===== src/core/vdlc_pkg.sv =====
// holds constants for the lock and analog input control registers
// assumes a byte wide register access decoded from the serial port
package vdlc_pkg;
  localparam int          ADDR_W        = 8;
  localparam logic [7:0]  LOCK_CTRL_OFS = 8'h04;
  localparam logic [7:0]  AIN_CTRL_OFS  = 8'h05;
  localparam logic [7:0]  LOCK_CTRL_RST = 8'h09;
  localparam logic [7:0]  AIN_CTRL_RST  = 8'h10;
  // sync_lock_control fields
  localparam int          ASPECT_BIT    = 7;
  localparam int          FREEZE_BIT    = 6;
  localparam int          DUTY_BIT      = 5;
  localparam int          LTC_BIT       = 4;
  localparam int          HMISS_BIT     = 3;
  localparam int          VMISS_BIT     = 2;
  localparam int          CLKF_LSB      = 0;
  // analog_input_control fields
  localparam int          POLICY_LSB    = 6;
  localparam int          GAIN_LSB      = 4;
  localparam int          AAF_BIT       = 3;
  localparam int          INSEL_LSB     = 0;
  // missing sync thresholds
  localparam logic [3:0]  HMISS_MANY    = 4'hc;
  localparam logic [1:0]  VMISS_MANY    = 2'h3;
  typedef enum logic [1:0] {
    VDLC_GAIN_UNITY, VDLC_GAIN_AUTO, VDLC_GAIN_FIXED, VDLC_GAIN_FREEZE
  } vdlc_gain_t;
  typedef enum logic [1:0] {
    VDLC_LOSS_AUTO, VDLC_LOSS_KEEP, VDLC_LOSS_AGC_THEN_FIX, VDLC_LOSS_RSVD
  } vdlc_policy_t;
  typedef enum logic [2:0] {
    VDLC_FMT_YC16, VDLC_FMT_YC8, VDLC_FMT_BYTE_SER, VDLC_FMT_RGB15,
    VDLC_FMT_RGB16, VDLC_FMT_R5, VDLC_FMT_R6, VDLC_FMT_R7
  } vdlc_fmt_t;
endpackage


===== src/core/vdlc_lock_if.sv =====
// carries missing sync thresholds and lock acquisition events
// assumes both ends run on sys_clk
`timescale 1ns/10ps
`default_nettype none
interface vdlc_lock_if;
  logic h_one;
  logic v_one;
  logic h_acq;
  logic v_acq;
  modport ctrl (output h_one, output v_one, input h_acq, input v_acq);
  modport mon  (input h_one, input v_one, output h_acq, output v_acq);
endinterface
`default_nettype wire


===== src/core/vdlc_lock_mon.sv =====
// counts missing horizontal and vertical sync pulses
// assumes miss and seen strobes come from logic on sys_clk
`timescale 1ns/10ps
`default_nettype none
module vdlc_lock_mon (
  input  wire logic sys_clk,
  input  wire logic rst_n,
  input  wire logic hsync_miss,
  input  wire logic hsync_seen,
  input  wire logic vsync_miss,
  input  wire logic vsync_seen,
  vdlc_lock_if.mon  lk
);
  import vdlc_pkg::*;

  typedef struct packed {
    logic [3:0] h_cnt;
    logic [1:0] v_cnt;
    logic       h_acq;
    logic       v_acq;
  } vdlc_mon_st_t;

  vdlc_mon_st_t st_q;
  vdlc_mon_st_t st_d;
  logic [3:0]   h_thr;
  logic [1:0]   v_thr;

  assign h_thr = lk.h_one ? 4'h1 : HMISS_MANY;
  assign v_thr = lk.v_one ? 2'h1 : VMISS_MANY;
  assign lk.h_acq = st_q.h_acq;
  assign lk.v_acq = st_q.v_acq;

  always_comb begin
    st_d       = st_q;
    st_d.h_acq = 1'b0;
    st_d.v_acq = 1'b0;
    if (hsync_seen) begin
      st_d.h_cnt = 4'h0;
    end else if (hsync_miss) begin
      if (st_q.h_cnt + 4'h1 >= h_thr) begin
        st_d.h_acq = 1'b1;
        st_d.h_cnt = 4'h0;
      end else begin
        st_d.h_cnt = st_q.h_cnt + 4'h1;
      end
    end
    if (vsync_seen) begin
      st_d.v_cnt = 2'h0;
    end else if (vsync_miss) begin
      if (st_q.v_cnt + 2'h1 >= v_thr) begin
        st_d.v_acq = 1'b1;
        st_d.v_cnt = 2'h0;
      end else begin
        st_d.v_cnt = st_q.v_cnt + 2'h1;
      end
    end
  end

  always_ff @(posedge sys_clk or negedge rst_n) begin
    if (!rst_n) begin
      st_q <= '0;
    end else begin
      st_q <= st_d;
    end
  end
endmodule
`default_nettype wire


===== src/core/vdlc_top.sv =====
// lock control and analog input control registers with their effects
// assumes the serial port engine delivers decoded byte reads and writes
`timescale 1ns/10ps
`default_nettype none
module vdlc_top (
  input  wire logic                          sys_clk,
  input  wire logic                          rst_n,
  input  wire logic                          reg_wr,
  input  wire logic                          reg_rd,
  input  wire logic [vdlc_pkg::ADDR_W-1:0]   reg_addr,
  input  wire logic [7:0]                    reg_wdata,
  output logic      [7:0]                    reg_rdata_q,
  input  wire vdlc_pkg::vdlc_fmt_t           out_format,
  input  wire logic                          field_start,
  input  wire logic                          field_end,
  input  wire logic                          line_active,
  input  wire logic                          video_active,
  input  wire logic                          pixel_tick,
  input  wire logic                          line_lock_pixel,
  input  wire logic                          narrow_valid,
  input  wire logic                          hsync_miss,
  input  wire logic                          hsync_seen,
  input  wire logic                          vsync_miss,
  input  wire logic                          vsync_seen,
  input  wire logic                          gain_lock_achieved,
  output logic                               square_pixel_q,
  output logic                               timing_freeze_q,
  output logic                               pixel_valid_strobe_q,
  output logic                               pixel_valid_clk_gate_q,
  output logic                               h_acquire_q,
  output logic                               v_acquire_q,
  output logic      [1:0]                    clock_freq_code_q,
  output vdlc_pkg::vdlc_gain_t               gain_sel_q,
  output logic                               aaf_bypass_q,
  output logic      [3:0]                    input_route_q
);
  import vdlc_pkg::*;

  typedef struct packed {
    logic [7:0] lock_reg;
    logic [7:0] ain_reg;
    logic [7:0] rdata;
    logic       freeze;
    logic       recover;
    logic       toggle;
    logic       pv;
    logic       pv_gate;
    logic       square;
    logic       h_acq;
    logic       v_acq;
    logic [1:0] clkf;
    logic [1:0] gain;
    logic       aaf;
    logic [3:0] route;
  } vdlc_st_t;

  vdlc_st_t     st_q;
  vdlc_st_t     st_d;
  vdlc_lock_if  lk ();
  logic         sync_loss;
  logic         wide_fmt;
  logic [1:0]   gain_fld;
  logic [1:0]   policy;
  logic [2:0]   insel;

  // ****************************************
  // lock monitor
  // ****************************************
  assign lk.h_one = st_q.lock_reg[HMISS_BIT];
  assign lk.v_one = st_q.lock_reg[VMISS_BIT];

  vdlc_lock_mon u_mon (
    .sys_clk    (sys_clk),
    .rst_n      (rst_n),
    .hsync_miss (hsync_miss),
    .hsync_seen (hsync_seen),
    .vsync_miss (vsync_miss),
    .vsync_seen (vsync_seen),
    .lk         (lk.mon)
  );

  assign sync_loss = lk.h_acq | lk.v_acq;
  assign gain_fld  = st_q.ain_reg[GAIN_LSB +: 2];
  assign policy    = st_q.ain_reg[POLICY_LSB +: 2];
  assign insel     = st_q.ain_reg[INSEL_LSB +: 3];
  assign wide_fmt  = (out_format == VDLC_FMT_YC16) ||
                     (out_format == VDLC_FMT_RGB15) ||
                     (out_format == VDLC_FMT_RGB16);

  // ****************************************
  // next state
  // ****************************************
  always_comb begin
    st_d = st_q;
    // register writes
    if (reg_wr && reg_addr == LOCK_CTRL_OFS) begin
      st_d.lock_reg = reg_wdata;
    end else if (reg_wr && reg_addr == AIN_CTRL_OFS) begin
      st_d.ain_reg = reg_wdata;
    end
    // sync loss gain handling; hardware update wins over a host write
    if (sync_loss && gain_fld != VDLC_GAIN_AUTO) begin
      case (policy)
        VDLC_LOSS_AUTO: begin
          st_d.ain_reg[GAIN_LSB +: 2] = VDLC_GAIN_AUTO;
        end
        VDLC_LOSS_KEEP: begin
          st_d.ain_reg[GAIN_LSB +: 2] = gain_fld;
        end
        VDLC_LOSS_AGC_THEN_FIX: begin
          st_d.recover = 1'b1;
          if (gain_fld == VDLC_GAIN_FREEZE) begin
            st_d.ain_reg[GAIN_LSB +: 2] = VDLC_GAIN_AUTO;
          end else begin
            st_d.ain_reg[GAIN_LSB +: 2] = gain_fld;
          end
        end
        default: begin
          st_d.recover = st_q.recover;
        end
      endcase
    end else if (gain_lock_achieved) begin
      st_d.recover = 1'b0;
    end
    // read data, unmapped reads return zero
    if (reg_rd && reg_addr == LOCK_CTRL_OFS) begin
      st_d.rdata = st_q.lock_reg;
    end else if (reg_rd && reg_addr == AIN_CTRL_OFS) begin
      st_d.rdata = st_q.ain_reg;
    end else if (reg_rd) begin
      st_d.rdata = 8'h00;
    end
    // output timing freeze at field boundaries
    if (!st_q.freeze && st_q.lock_reg[FREEZE_BIT] && field_end) begin
      st_d.freeze = 1'b1;
    end else if (st_q.freeze && !st_q.lock_reg[FREEZE_BIT] &&
                 field_start) begin
      st_d.freeze = 1'b0;
    end
    // pixel valid strobe
    st_d.toggle  = pixel_tick ? ~st_q.toggle : st_q.toggle;
    st_d.pv_gate = 1'b0;
    if (wide_fmt) begin
      if (!st_q.lock_reg[LTC_BIT] && !(line_active && video_active)) begin
        st_d.pv = 1'b0;
      end else if (st_q.lock_reg[DUTY_BIT]) begin
        st_d.pv = line_lock_pixel;
      end else begin
        st_d.pv = st_q.toggle;
      end
    end else begin
      st_d.pv      = narrow_valid;
      st_d.pv_gate = st_q.lock_reg[LTC_BIT];
    end
    // static controls, acquisition pulses and gain select
    st_d.square = st_q.lock_reg[ASPECT_BIT];
    st_d.clkf   = st_q.lock_reg[CLKF_LSB +: 2];
    st_d.aaf    = st_q.ain_reg[AAF_BIT];
    st_d.h_acq  = lk.h_acq;
    st_d.v_acq  = lk.v_acq;
    st_d.gain   = st_q.recover ? VDLC_GAIN_AUTO : gain_fld;
    case (insel)
      3'h0:    st_d.route = 4'h1;
      3'h1:    st_d.route = 4'h2;
      3'h2:    st_d.route = 4'h4;
      3'h3:    st_d.route = 4'h8;
      default: st_d.route = 4'h0;
    endcase
  end

  always_ff @(posedge sys_clk or negedge rst_n) begin
    if (!rst_n) begin
      st_q          <= '0;
      st_q.lock_reg <= LOCK_CTRL_RST;
      st_q.ain_reg  <= AIN_CTRL_RST;
      st_q.clkf     <= LOCK_CTRL_RST[CLKF_LSB +: 2];
      st_q.gain     <= VDLC_GAIN_AUTO;
      st_q.route    <= 4'h1;
    end else begin
      st_q <= st_d;
    end
  end

  // ****************************************
  // outputs
  // ****************************************
  assign reg_rdata_q            = st_q.rdata;
  assign square_pixel_q         = st_q.square;
  assign timing_freeze_q        = st_q.freeze;
  assign pixel_valid_strobe_q   = st_q.pv;
  assign pixel_valid_clk_gate_q = st_q.pv_gate;
  assign h_acquire_q            = st_q.h_acq;
  assign v_acquire_q            = st_q.v_acq;
  assign clock_freq_code_q      = st_q.clkf;
  assign gain_sel_q             = vdlc_gain_t'(st_q.gain);
  assign aaf_bypass_q           = st_q.aaf;
  assign input_route_q          = st_q.route;
endmodule
`default_nettype wire


===== config.mk =====
export PLATFORM = sky130hd
export DESIGN_NAME = vdlc_top
export DESIGN_NICKNAME = d
export VERILOG_FILES = /design/src/core/vdlc_pkg.sv /design/src/core/vdlc_lock_if.sv /design/src/core/vdlc_lock_mon.sv /design/src/core/vdlc_top.sv
export SDC_FILE = /design/constraint.sdc
export NUM_CORES = 1
export LEC_CHECK = 0
export BUFFER_PORTS_ARGS = -buffer_cell sky130_fd_sc_hd__buf_4
export CAP_MARGIN = 20
export CORE_ASPECT_RATIO = 0.5
export CORE_MARGIN = 2
export CORE_UTILIZATION = 49
export CTS_BUF_LIST = sky130_fd_sc_hd__clkbuf_8
export CTS_CLUSTER_DIAMETER = 50
export DETAILED_ROUTE_END_ITERATION = 7
export PLACE_DENSITY = 0.78
export SYNTH_ARGS = -nofsm -noshare
export SYNTH_HDL_FRONTEND = slang
export SYNTH_SLANG_ARGS = --single-unit

===== constraint.sdc =====
create_clock -name sys_clk -period 2.4 [get_ports sys_clk]
set_clock_uncertainty 0.1 [all_clocks]
set_input_delay 0.24 -clock sys_clk [delete_from_list [all_inputs] [get_ports sys_clk]]
set_output_delay 0.24 -clock sys_clk [all_outputs]
set_load 0.02 [all_outputs]

==> metrics.txt, run 1 <==
status=finished, final reports clean; TritonCTS Buffers=5; Pwr Density=587 mW/mm^2; drt drc=0; critical path endpoint category=flop; dpl cell area=0.00259 sq mm; syn_nets=219; Total GRT Usage=17.3%; initial drt markers=28; H-Tree Depth=2; library cells used by synthesis=40; Pins Over Slew Limit=0; critical path class=reg -> reg; CTS tree=built; die width=99.0 microns; Final Cell Area=0.00276 sq mm; commonest cells in the synthesized netlist=43 x dfrtp_1, 16 x buf_4, 14 x mux2_2; Syn Inst Count=180; GRT overflow=0; DR WL/cell=14.6 microns; vias per inst=5.22; initial antenna violation count=0; Startpoint Class=flop; deepest clock path buffer count=2; #FFs+latches synth=49; number of setup violations in the final report=0; Worst-Skew Late Latency=300 ps; clock slew seen by the registers of the worst setup and hold paths=80 ps; Hold Crit Depth=2; final hold violation count=0; Synth Warn #=0; post-synthesis async set-or-reset flop share=100%; Reg2Reg Setup Slack=50 ps; maximum number of pins on one net before global-route repair=50; IO Pins=58; worst slack, placed=-88.6 ps; Worst Hold Path EP=st_q[14]$_DFFE_PN0P_; first drt pass iteration count=4; core area=0.00436 sq mm; crit path max fanout=4; final antenna-violating net count=0; vias in the first global route=1481; FMAX=426 MHz; Hold/Removal Path Class=in -> reg; # fillers=347; total die area=0.00510 sq mm; top_reg_cell synth=dfrtp_1; VDD IR max=0.000233 V; Row Count=17; Lkg Pwr=1.35 nW; hpwl dp=3030 microns; Post-Route WL=4250 microns; Mapped Area=0.00221 sq mm; first-pass GRT wire length=6860 microns; average size of a mapped cell=12.3 sq um; Slew @ Worst Pin=595 ps; Core Util, Final=63.2%; Area growth syn-to-layout=24.5%; minimum clock period=2350 ps; share of cells above drive strength 1=42.7%; Root Buffer=clkbuf_8; Final nets=272; setup ws final=52.9 ps; reg2reg path depth=7; Critical Path RT=2540 ps; Worst R2R End=u_mon.st_q[5]$_DFFE_PN0P_; RSZ-0062 raised after global routing=yes; number of flops mapped to enable cells by yosys=0; total power=0.00162 W; Slew HR=60.3%; most frequent cell after synthesis=dfrtp_1; ant diodes=0; die height=51.5 microns; register area share after synthesis=55.8%; Yosys top cell by area=dfrtp_1; Area contributors post-synth=dfrtp_1 49%, dfstp_2 7.1%, mux2_2 7.1%; beginning of the worst register-to-register path=u_mon.st_q[5]$_DFFE_PN0P_; max_cap viols=0; number of port buffers=57; Via Count=1520; CTS sink cnt=49; share of the synthesized area in the top cell type=48.6%; initial core utilization=50.7%; crit path DAT=2480 ps; hold path startpoint=pixel_tick; Tcrit/Tclk final=97.8%; GP Congestion=0.845
==> repair_timing <==
item                                    CTS  global route
setup buffers                             1             3
pin swaps                                 4             2
resized for setup                         4             2
endpoints found under the hold margin    45             0
hold buffers                              2             0
endpoints found under the setup margin    4             4
==> cells in the final DEF, fill, tap and decap left out, types with 4 or more instances in the layout <==
master    count
buf_4        63
dfrtp_1      43
mux2_2       14
inv_1        12
mux2i_1       9
o22ai_1       8
nor2_1        6
a21oi_1       6
dfstp_2       6
nor2b_1       5
o21ai_0       5
clkbuf_8      5
nor3b_1       4
nor3_1        4
nand3_1       4
nand2_1       4
==> power breakdown <==
group | leakage (nW) | switching [W] | internal, W
sequential | 0.653 | 0.0000386 | 0.000886
clock | 0.0416 | 0.000265 | 0.000201
combinational | 0.660 | 0.000108 | 0.000119
==> metal layers <==
metal	share of wire, %	GRT usage (%)	wire length (microns)
met2	52	29.8	2210
met5	0	0	0
met4	0.78	5.71	33
met3	4.7	4.30	199
met1	43	22.0	1810
==> through the flow <==
stage	hold slack (ps)	setup TNS (ps)	instances
after global placement	183	-22.1	277
after floorplan	-156	0	180
after global routing	9.33	-22.5	291
after detailed placement	188	-314	277
after CTS	2.28	-1.35	288
final	9.04	0	291
==> sequential cells by signal, indices dropped and copies added, names as in the netlist, 2 cells and up <==
name	count
reg_rdata_q	8
u_mon.st_q	6
st_q	5
input_route_q	4
st_d	4
insel	3
clock_freq_code_q	2
gain_fld	2
gain_sel_q	2
policy	2
==> worst max path at each step <==
stage | end | slack, ps | cells past startpoint | start
final | u_mon.st_q[5]$_DFFE_PN0P_ | 50 | 7 | u_mon.st_q[5]$_DFFE_PN0P_
after global routing | u_mon.st_q[6]$_DFFE_PN0P_ | -10 | 8 | u_mon.st_q[5]$_DFFE_PN0P_
after CTS | u_mon.st_q[5]$_DFFE_PN0P_ | -1 | 7 | u_mon.st_q[5]$_DFFE_PN0P_
after detailed placement | u_mon.st_q[7]$_DFFE_PN0P_ | -90 | 7 | u_mon.st_q[4]$_DFFE_PN0P_
after global placement | u_mon.st_q[5]$_DFFE_PN0P_ | -10 | 7 | u_mon.st_q[4]$_DFFE_PN0P_
after floorplan | u_mon.st_q[5]$_DFFE_PN0P_ | 4 | 7 | u_mon.st_q[4]$_DFFE_PN0P_
==> worst max-delay path, stage by stage (launching register included) <==
cell       delay [ps]
dfrtp_1           400
ha_2              200
nor2b_4           120
or2_4             240
ha_4              160
or4b_4            500
a2111oi_4         370
a22o_1            200
==> layout make-up <==
type | instances | area, sq um | share of cell area, %
Timing Repair Buffer | 65 | 493 | 17.9
Tap cell | 57 | 71.3 | 2.59
Inverter | 11 | 41.3 | 1.50
Clock buffer | 5 | 68.8 | 2.50
Clock inverter | 3 | 18.8 | 0.681
Multi-Input combinational cell | 101 | 828 | 30.1
Sequential cell | 49 | 1230 | 44.8
==> cell families (layout without fill, tap and decap cells) <==
group                    after synthesis  in the layout  share of synthesized area [%]
XOR/XNOR                               2              2                          0.792
AND/OR/NAND/NOR                       42             42                           12.2
buffers and inverters                 30             84                           7.92
multiplexers                          24             24                           11.7
AO/OA/AOI/OAI                         29             29                           9.39
flip-flops                            49             49                           55.8
adder cells (fa/ha/maj)                4              4                           2.26
(Power assumes the default switching activity.)
==> run 2: changes to the inputs <==
ABC_AREA = 1   (was unset)
==> run 2 against run 1 <==
Effect of this change:
- via count is 16% higher
- maximum frequency is 26% higher
- wire length is 4.7% higher
- largest cell class unchanged
- sequential power is 1% lower
- count of clock-buffer cells in the layout stayed put
- final area is 0.45% lower
- critical endpoint is now u_mon.st_q[7]$_DFFE_PN0P_
- combinational power is 8% lower
- worst hold slack better by 4.8 ps
- power is 1.7% lower
==> metrics.txt, run 2 <==
top_reg_cell synth=dfrtp_1 (unchanged); most frequent cells in the layout=58 x nand2_1, 57 x buf_4, 43 x dfrtp_1 (was 63 x buf_4, 43 x dfrtp_1, 14 x mux2_2); critical path class=reg -> reg (unchanged); Critical Path, Cell by Cell=nand3_1, xor2_1, inv_1, ha_1, a21oi_1, nand3_1, inv_1, nand2_1, o21ai_0 (was ha_2, nor2b_4, or2_4, ha_4, or4b_4, a2111oi_4, a22o_1); library cells used by synthesis=29 (was 40); Critical Path RT=2520 ps (was 2540 ps); first drt pass iteration count=4 (unchanged); GP Congestion=0.847 (was 0.845); Area contributors post-synth=dfrtp_1 47%, nand2_1 9.6%, dfstp_2 6.9% (was dfrtp_1 49%, dfstp_2 7.1%, mux2_2 7.1%); average size of a mapped cell=9.04 sq um (was 12.3 sq um); die height=52.2 microns (was 51.5 microns); IO Pins=58 (unchanged); CP max stage cell=dfrtp_1 (was or4b_4); share of the synthesized area in the top cell type=47.3% (was 48.6%); DR WL/cell=12.5 microns (was 14.6 microns); worst slack, placed=524 ps (was -88.6 ps); Mapped Area=0.00228 sq mm (was 0.00221 sq mm); simple-gate portion of the synthesized area=23.1% (was 12.2%); post-synthesis mux area share=0% (was 11.7%); post-CTS setup repair buffer count=0 (was 1); Total GRT Usage=19.1% (was 17.3%); critical path endpoint category=flop (unchanged); Via Count=1763 (was 1520); syn_nets=291 (was 219); status=finished, final reports clean (unchanged); #FFs+latches synth=49 (unchanged); CTS tree=built (unchanged); number of setup violations in the final report=0 (unchanged); final antenna-violating net count=0 (unchanged); Slew HR=59.8% (was 60.3%); vias in the first global route=1752 (was 1481); initial antenna violation count=0 (unchanged); Root Buffer=clkbuf_8 (unchanged); total die area=0.00524 sq mm (was 0.00510 sq mm); area fraction in compound gates after synthesis=7.42% (was 9.39%); Post-Synth XOR/XNOR Area=1.15% (was 0.792%); most frequent cell after synthesis=nand2_1 (was dfrtp_1); Row Count=17 (unchanged); commonest cells in the synthesized netlist=58 x nand2_1, 43 x dfrtp_1, 33 x inv_1 (was 43 x dfrtp_1, 16 x buf_4, 14 x mux2_2); Startpoint Class=flop (unchanged); share of cells above drive strength 1=28.3% (was 42.7%); vias per inst=4.94 (was 5.22); H-Tree Depth=2 (unchanged); Synth Warn #=0 (unchanged); hpwl dp=3260 microns (was 3030 microns); Hold/Removal Path Class=in -> reg (unchanged); Slew @ Worst Pin=603 ps (was 595 ps); Yosys top cell by area=dfrtp_1 (unchanged); VDD IR max=0.000237 V (was 0.000233 V); post-CTS sizing=0 (was 4); # hold bufs at CTS=2 (unchanged); Post-Route WL=4450 microns (was 4250 microns); Lkg Pwr=1.48 nW (was 1.35 nW); core area=0.00442 sq mm (was 0.00436 sq mm); max reg flops=8 (unchanged); number of port buffers=57 (unchanged); fraction of the mapped netlist area in adder cells=2.20% (was 2.26%); Core Util, Final=62.0% (was 63.2%); drt drc=0 (unchanged); Post-Route Setup TNS=0 ps (unchanged); number of flops mapped to enable cells by yosys=0 (unchanged); worst path buffer plus inverter count=2 (was 0); initial core utilization=51.5% (was 50.7%); Worst-Skew Late Latency=300 ps (about the same); crit path DAT=1980 ps (was 2480 ps); setup ws final=533 ps (was 52.9 ps); maximum number of pins on one net before global-route repair=50 (unchanged); CP peak stage delay=430 ps (was 500 ps); dpl cell area=0.00264 sq mm (was 0.00259 sq mm); RSZ-0062 raised after global routing=no (was yes); GRT overflow=0 (unchanged); deepest clock path buffer count=2 (unchanged); Pins Over Slew Limit=0 (unchanged); Area growth syn-to-layout=20.4% (was 24.5%); Tcrit/Tclk final=77.8% (was 97.8%); Pwr Density=579 mW/mm^2 (was 587 mW/mm^2); FMAX=536 MHz (was 426 MHz); first-pass GRT wire length=7650 microns (was 6860 microns); ant diodes=0 (unchanged); largest family of logic cells by synthesized area=simple AND/OR/NAND/NOR gates (unchanged); post-synthesis async set-or-reset flop share=100% (unchanged); register area share after synthesis=54.2% (was 55.8%); max_cap viols=0 (unchanged); Final nets=338 (was 272); clock slew seen by the registers of the worst setup and hold paths=80 ps (about the same); most common cell after layout, fill and taps aside=nand2_1 (was buf_4); Syn Inst Count=252 (was 180); total power=0.00159 W (was 0.00162 W); die width=100 microns (was 99.0 microns); CP top delay family=flip-flops (was simple AND/OR/NAND/NOR gates); TritonCTS Buffers=5 (unchanged); Final Cell Area=0.00274 sq mm (was 0.00276 sq mm); initial drt markers=93 (was 28); crit path max fanout=5 (was 4); CTS sink cnt=49 (unchanged); minimum clock period=1870 ps (was 2350 ps); final hold violation count=0 (unchanged)
## run 2: changes by cell type in the layout (fill, tap and decap cells not counted), moves of 8 or more
cell     previous run  this run
nand2_1             4        58
nand3_1             4        27
inv_1              12        34
mux2_2             14         0
o21ai_0             5        17
mux2i_1             9         0
nor2_1              6        14
o22ai_1             8         0
## run 2: cells by family (layout without fill, tap and decap cells)
logic type | after synthesis | count (layout)
AO/OA/AOI/OAI | 27 | 27
buffers and inverters | 54 | 102
AND/OR/NAND/NOR | 115 | 115
flip-flops | 49 | 49
adder cells (fa/ha/maj) | 4 | 4
XOR/XNOR | 3 | 3
## run 2: layer usage
layer | share of wire, % | wire length [microns] | global-route usage, %
met5 | 0 | 0 | 0
met1 | 42 | 1850 | 23.4
met3 | 6.3 | 281 | 5.20
met2 | 51 | 2280 | 34.2
met4 | 0.85 | 38 | 4.57
## run 2: layout make-up
cell class / count / area [sq um]
Timing Repair Buffer: 59 / 448
Clock buffer: 5 / 68.8
Fill cell: 374 / 1680
Multi-Input combinational cell: 149 / 771
Sequential cell: 49 / 1230
Tap cell: 57 / 71.3
Clock inverter: 3 / 18.8
Inverter: 35 / 131
## run 2: metrics by stage
step                      instances  hold WS, ps
after floorplan                 252         -156
after global placement          347          182
after detailed placement        347          191
after CTS                       357         10.4
after global routing            357         3.79
final                           357         13.9
## run 2: report_power, final
group / leakage (nW) / switching (W) / internal, W / total (W)
clock: 0.0416 / 0.000266 / 0.000201 / 0.000467
sequential: 0.643 / 0.0000349 / 0.000879 / 0.000914
combinational: 0.792 / 0.000113 / 0.0000947 / 0.000208
## run 2: path summary, 6_finish.rpt
check	from	slack [ps]	endpoint	cells after the start
setup / recovery	u_mon.st_q[4]$_DFFE_PN0P_	530	u_mon.st_q[7]$_DFFE_PN0P_	9
max in group asynchronous	rst_n	1370	gain_sel_q[1]$_DFF_PN0_	2
min in group asynchronous	rst_n	430	u_mon.st_q[4]$_DFFE_PN0P_	2
hold / removal	pixel_tick	10	st_q[14]$_DFFE_PN0P_	2
setup reg to reg	u_mon.st_q[4]$_DFFE_PN0P_	530	u_mon.st_q[7]$_DFFE_PN0P_	9
hold reg to reg	u_mon.lk.v_acq$_DFF_PN0_	280	v_acquire_q$_DFF_PN0_	0
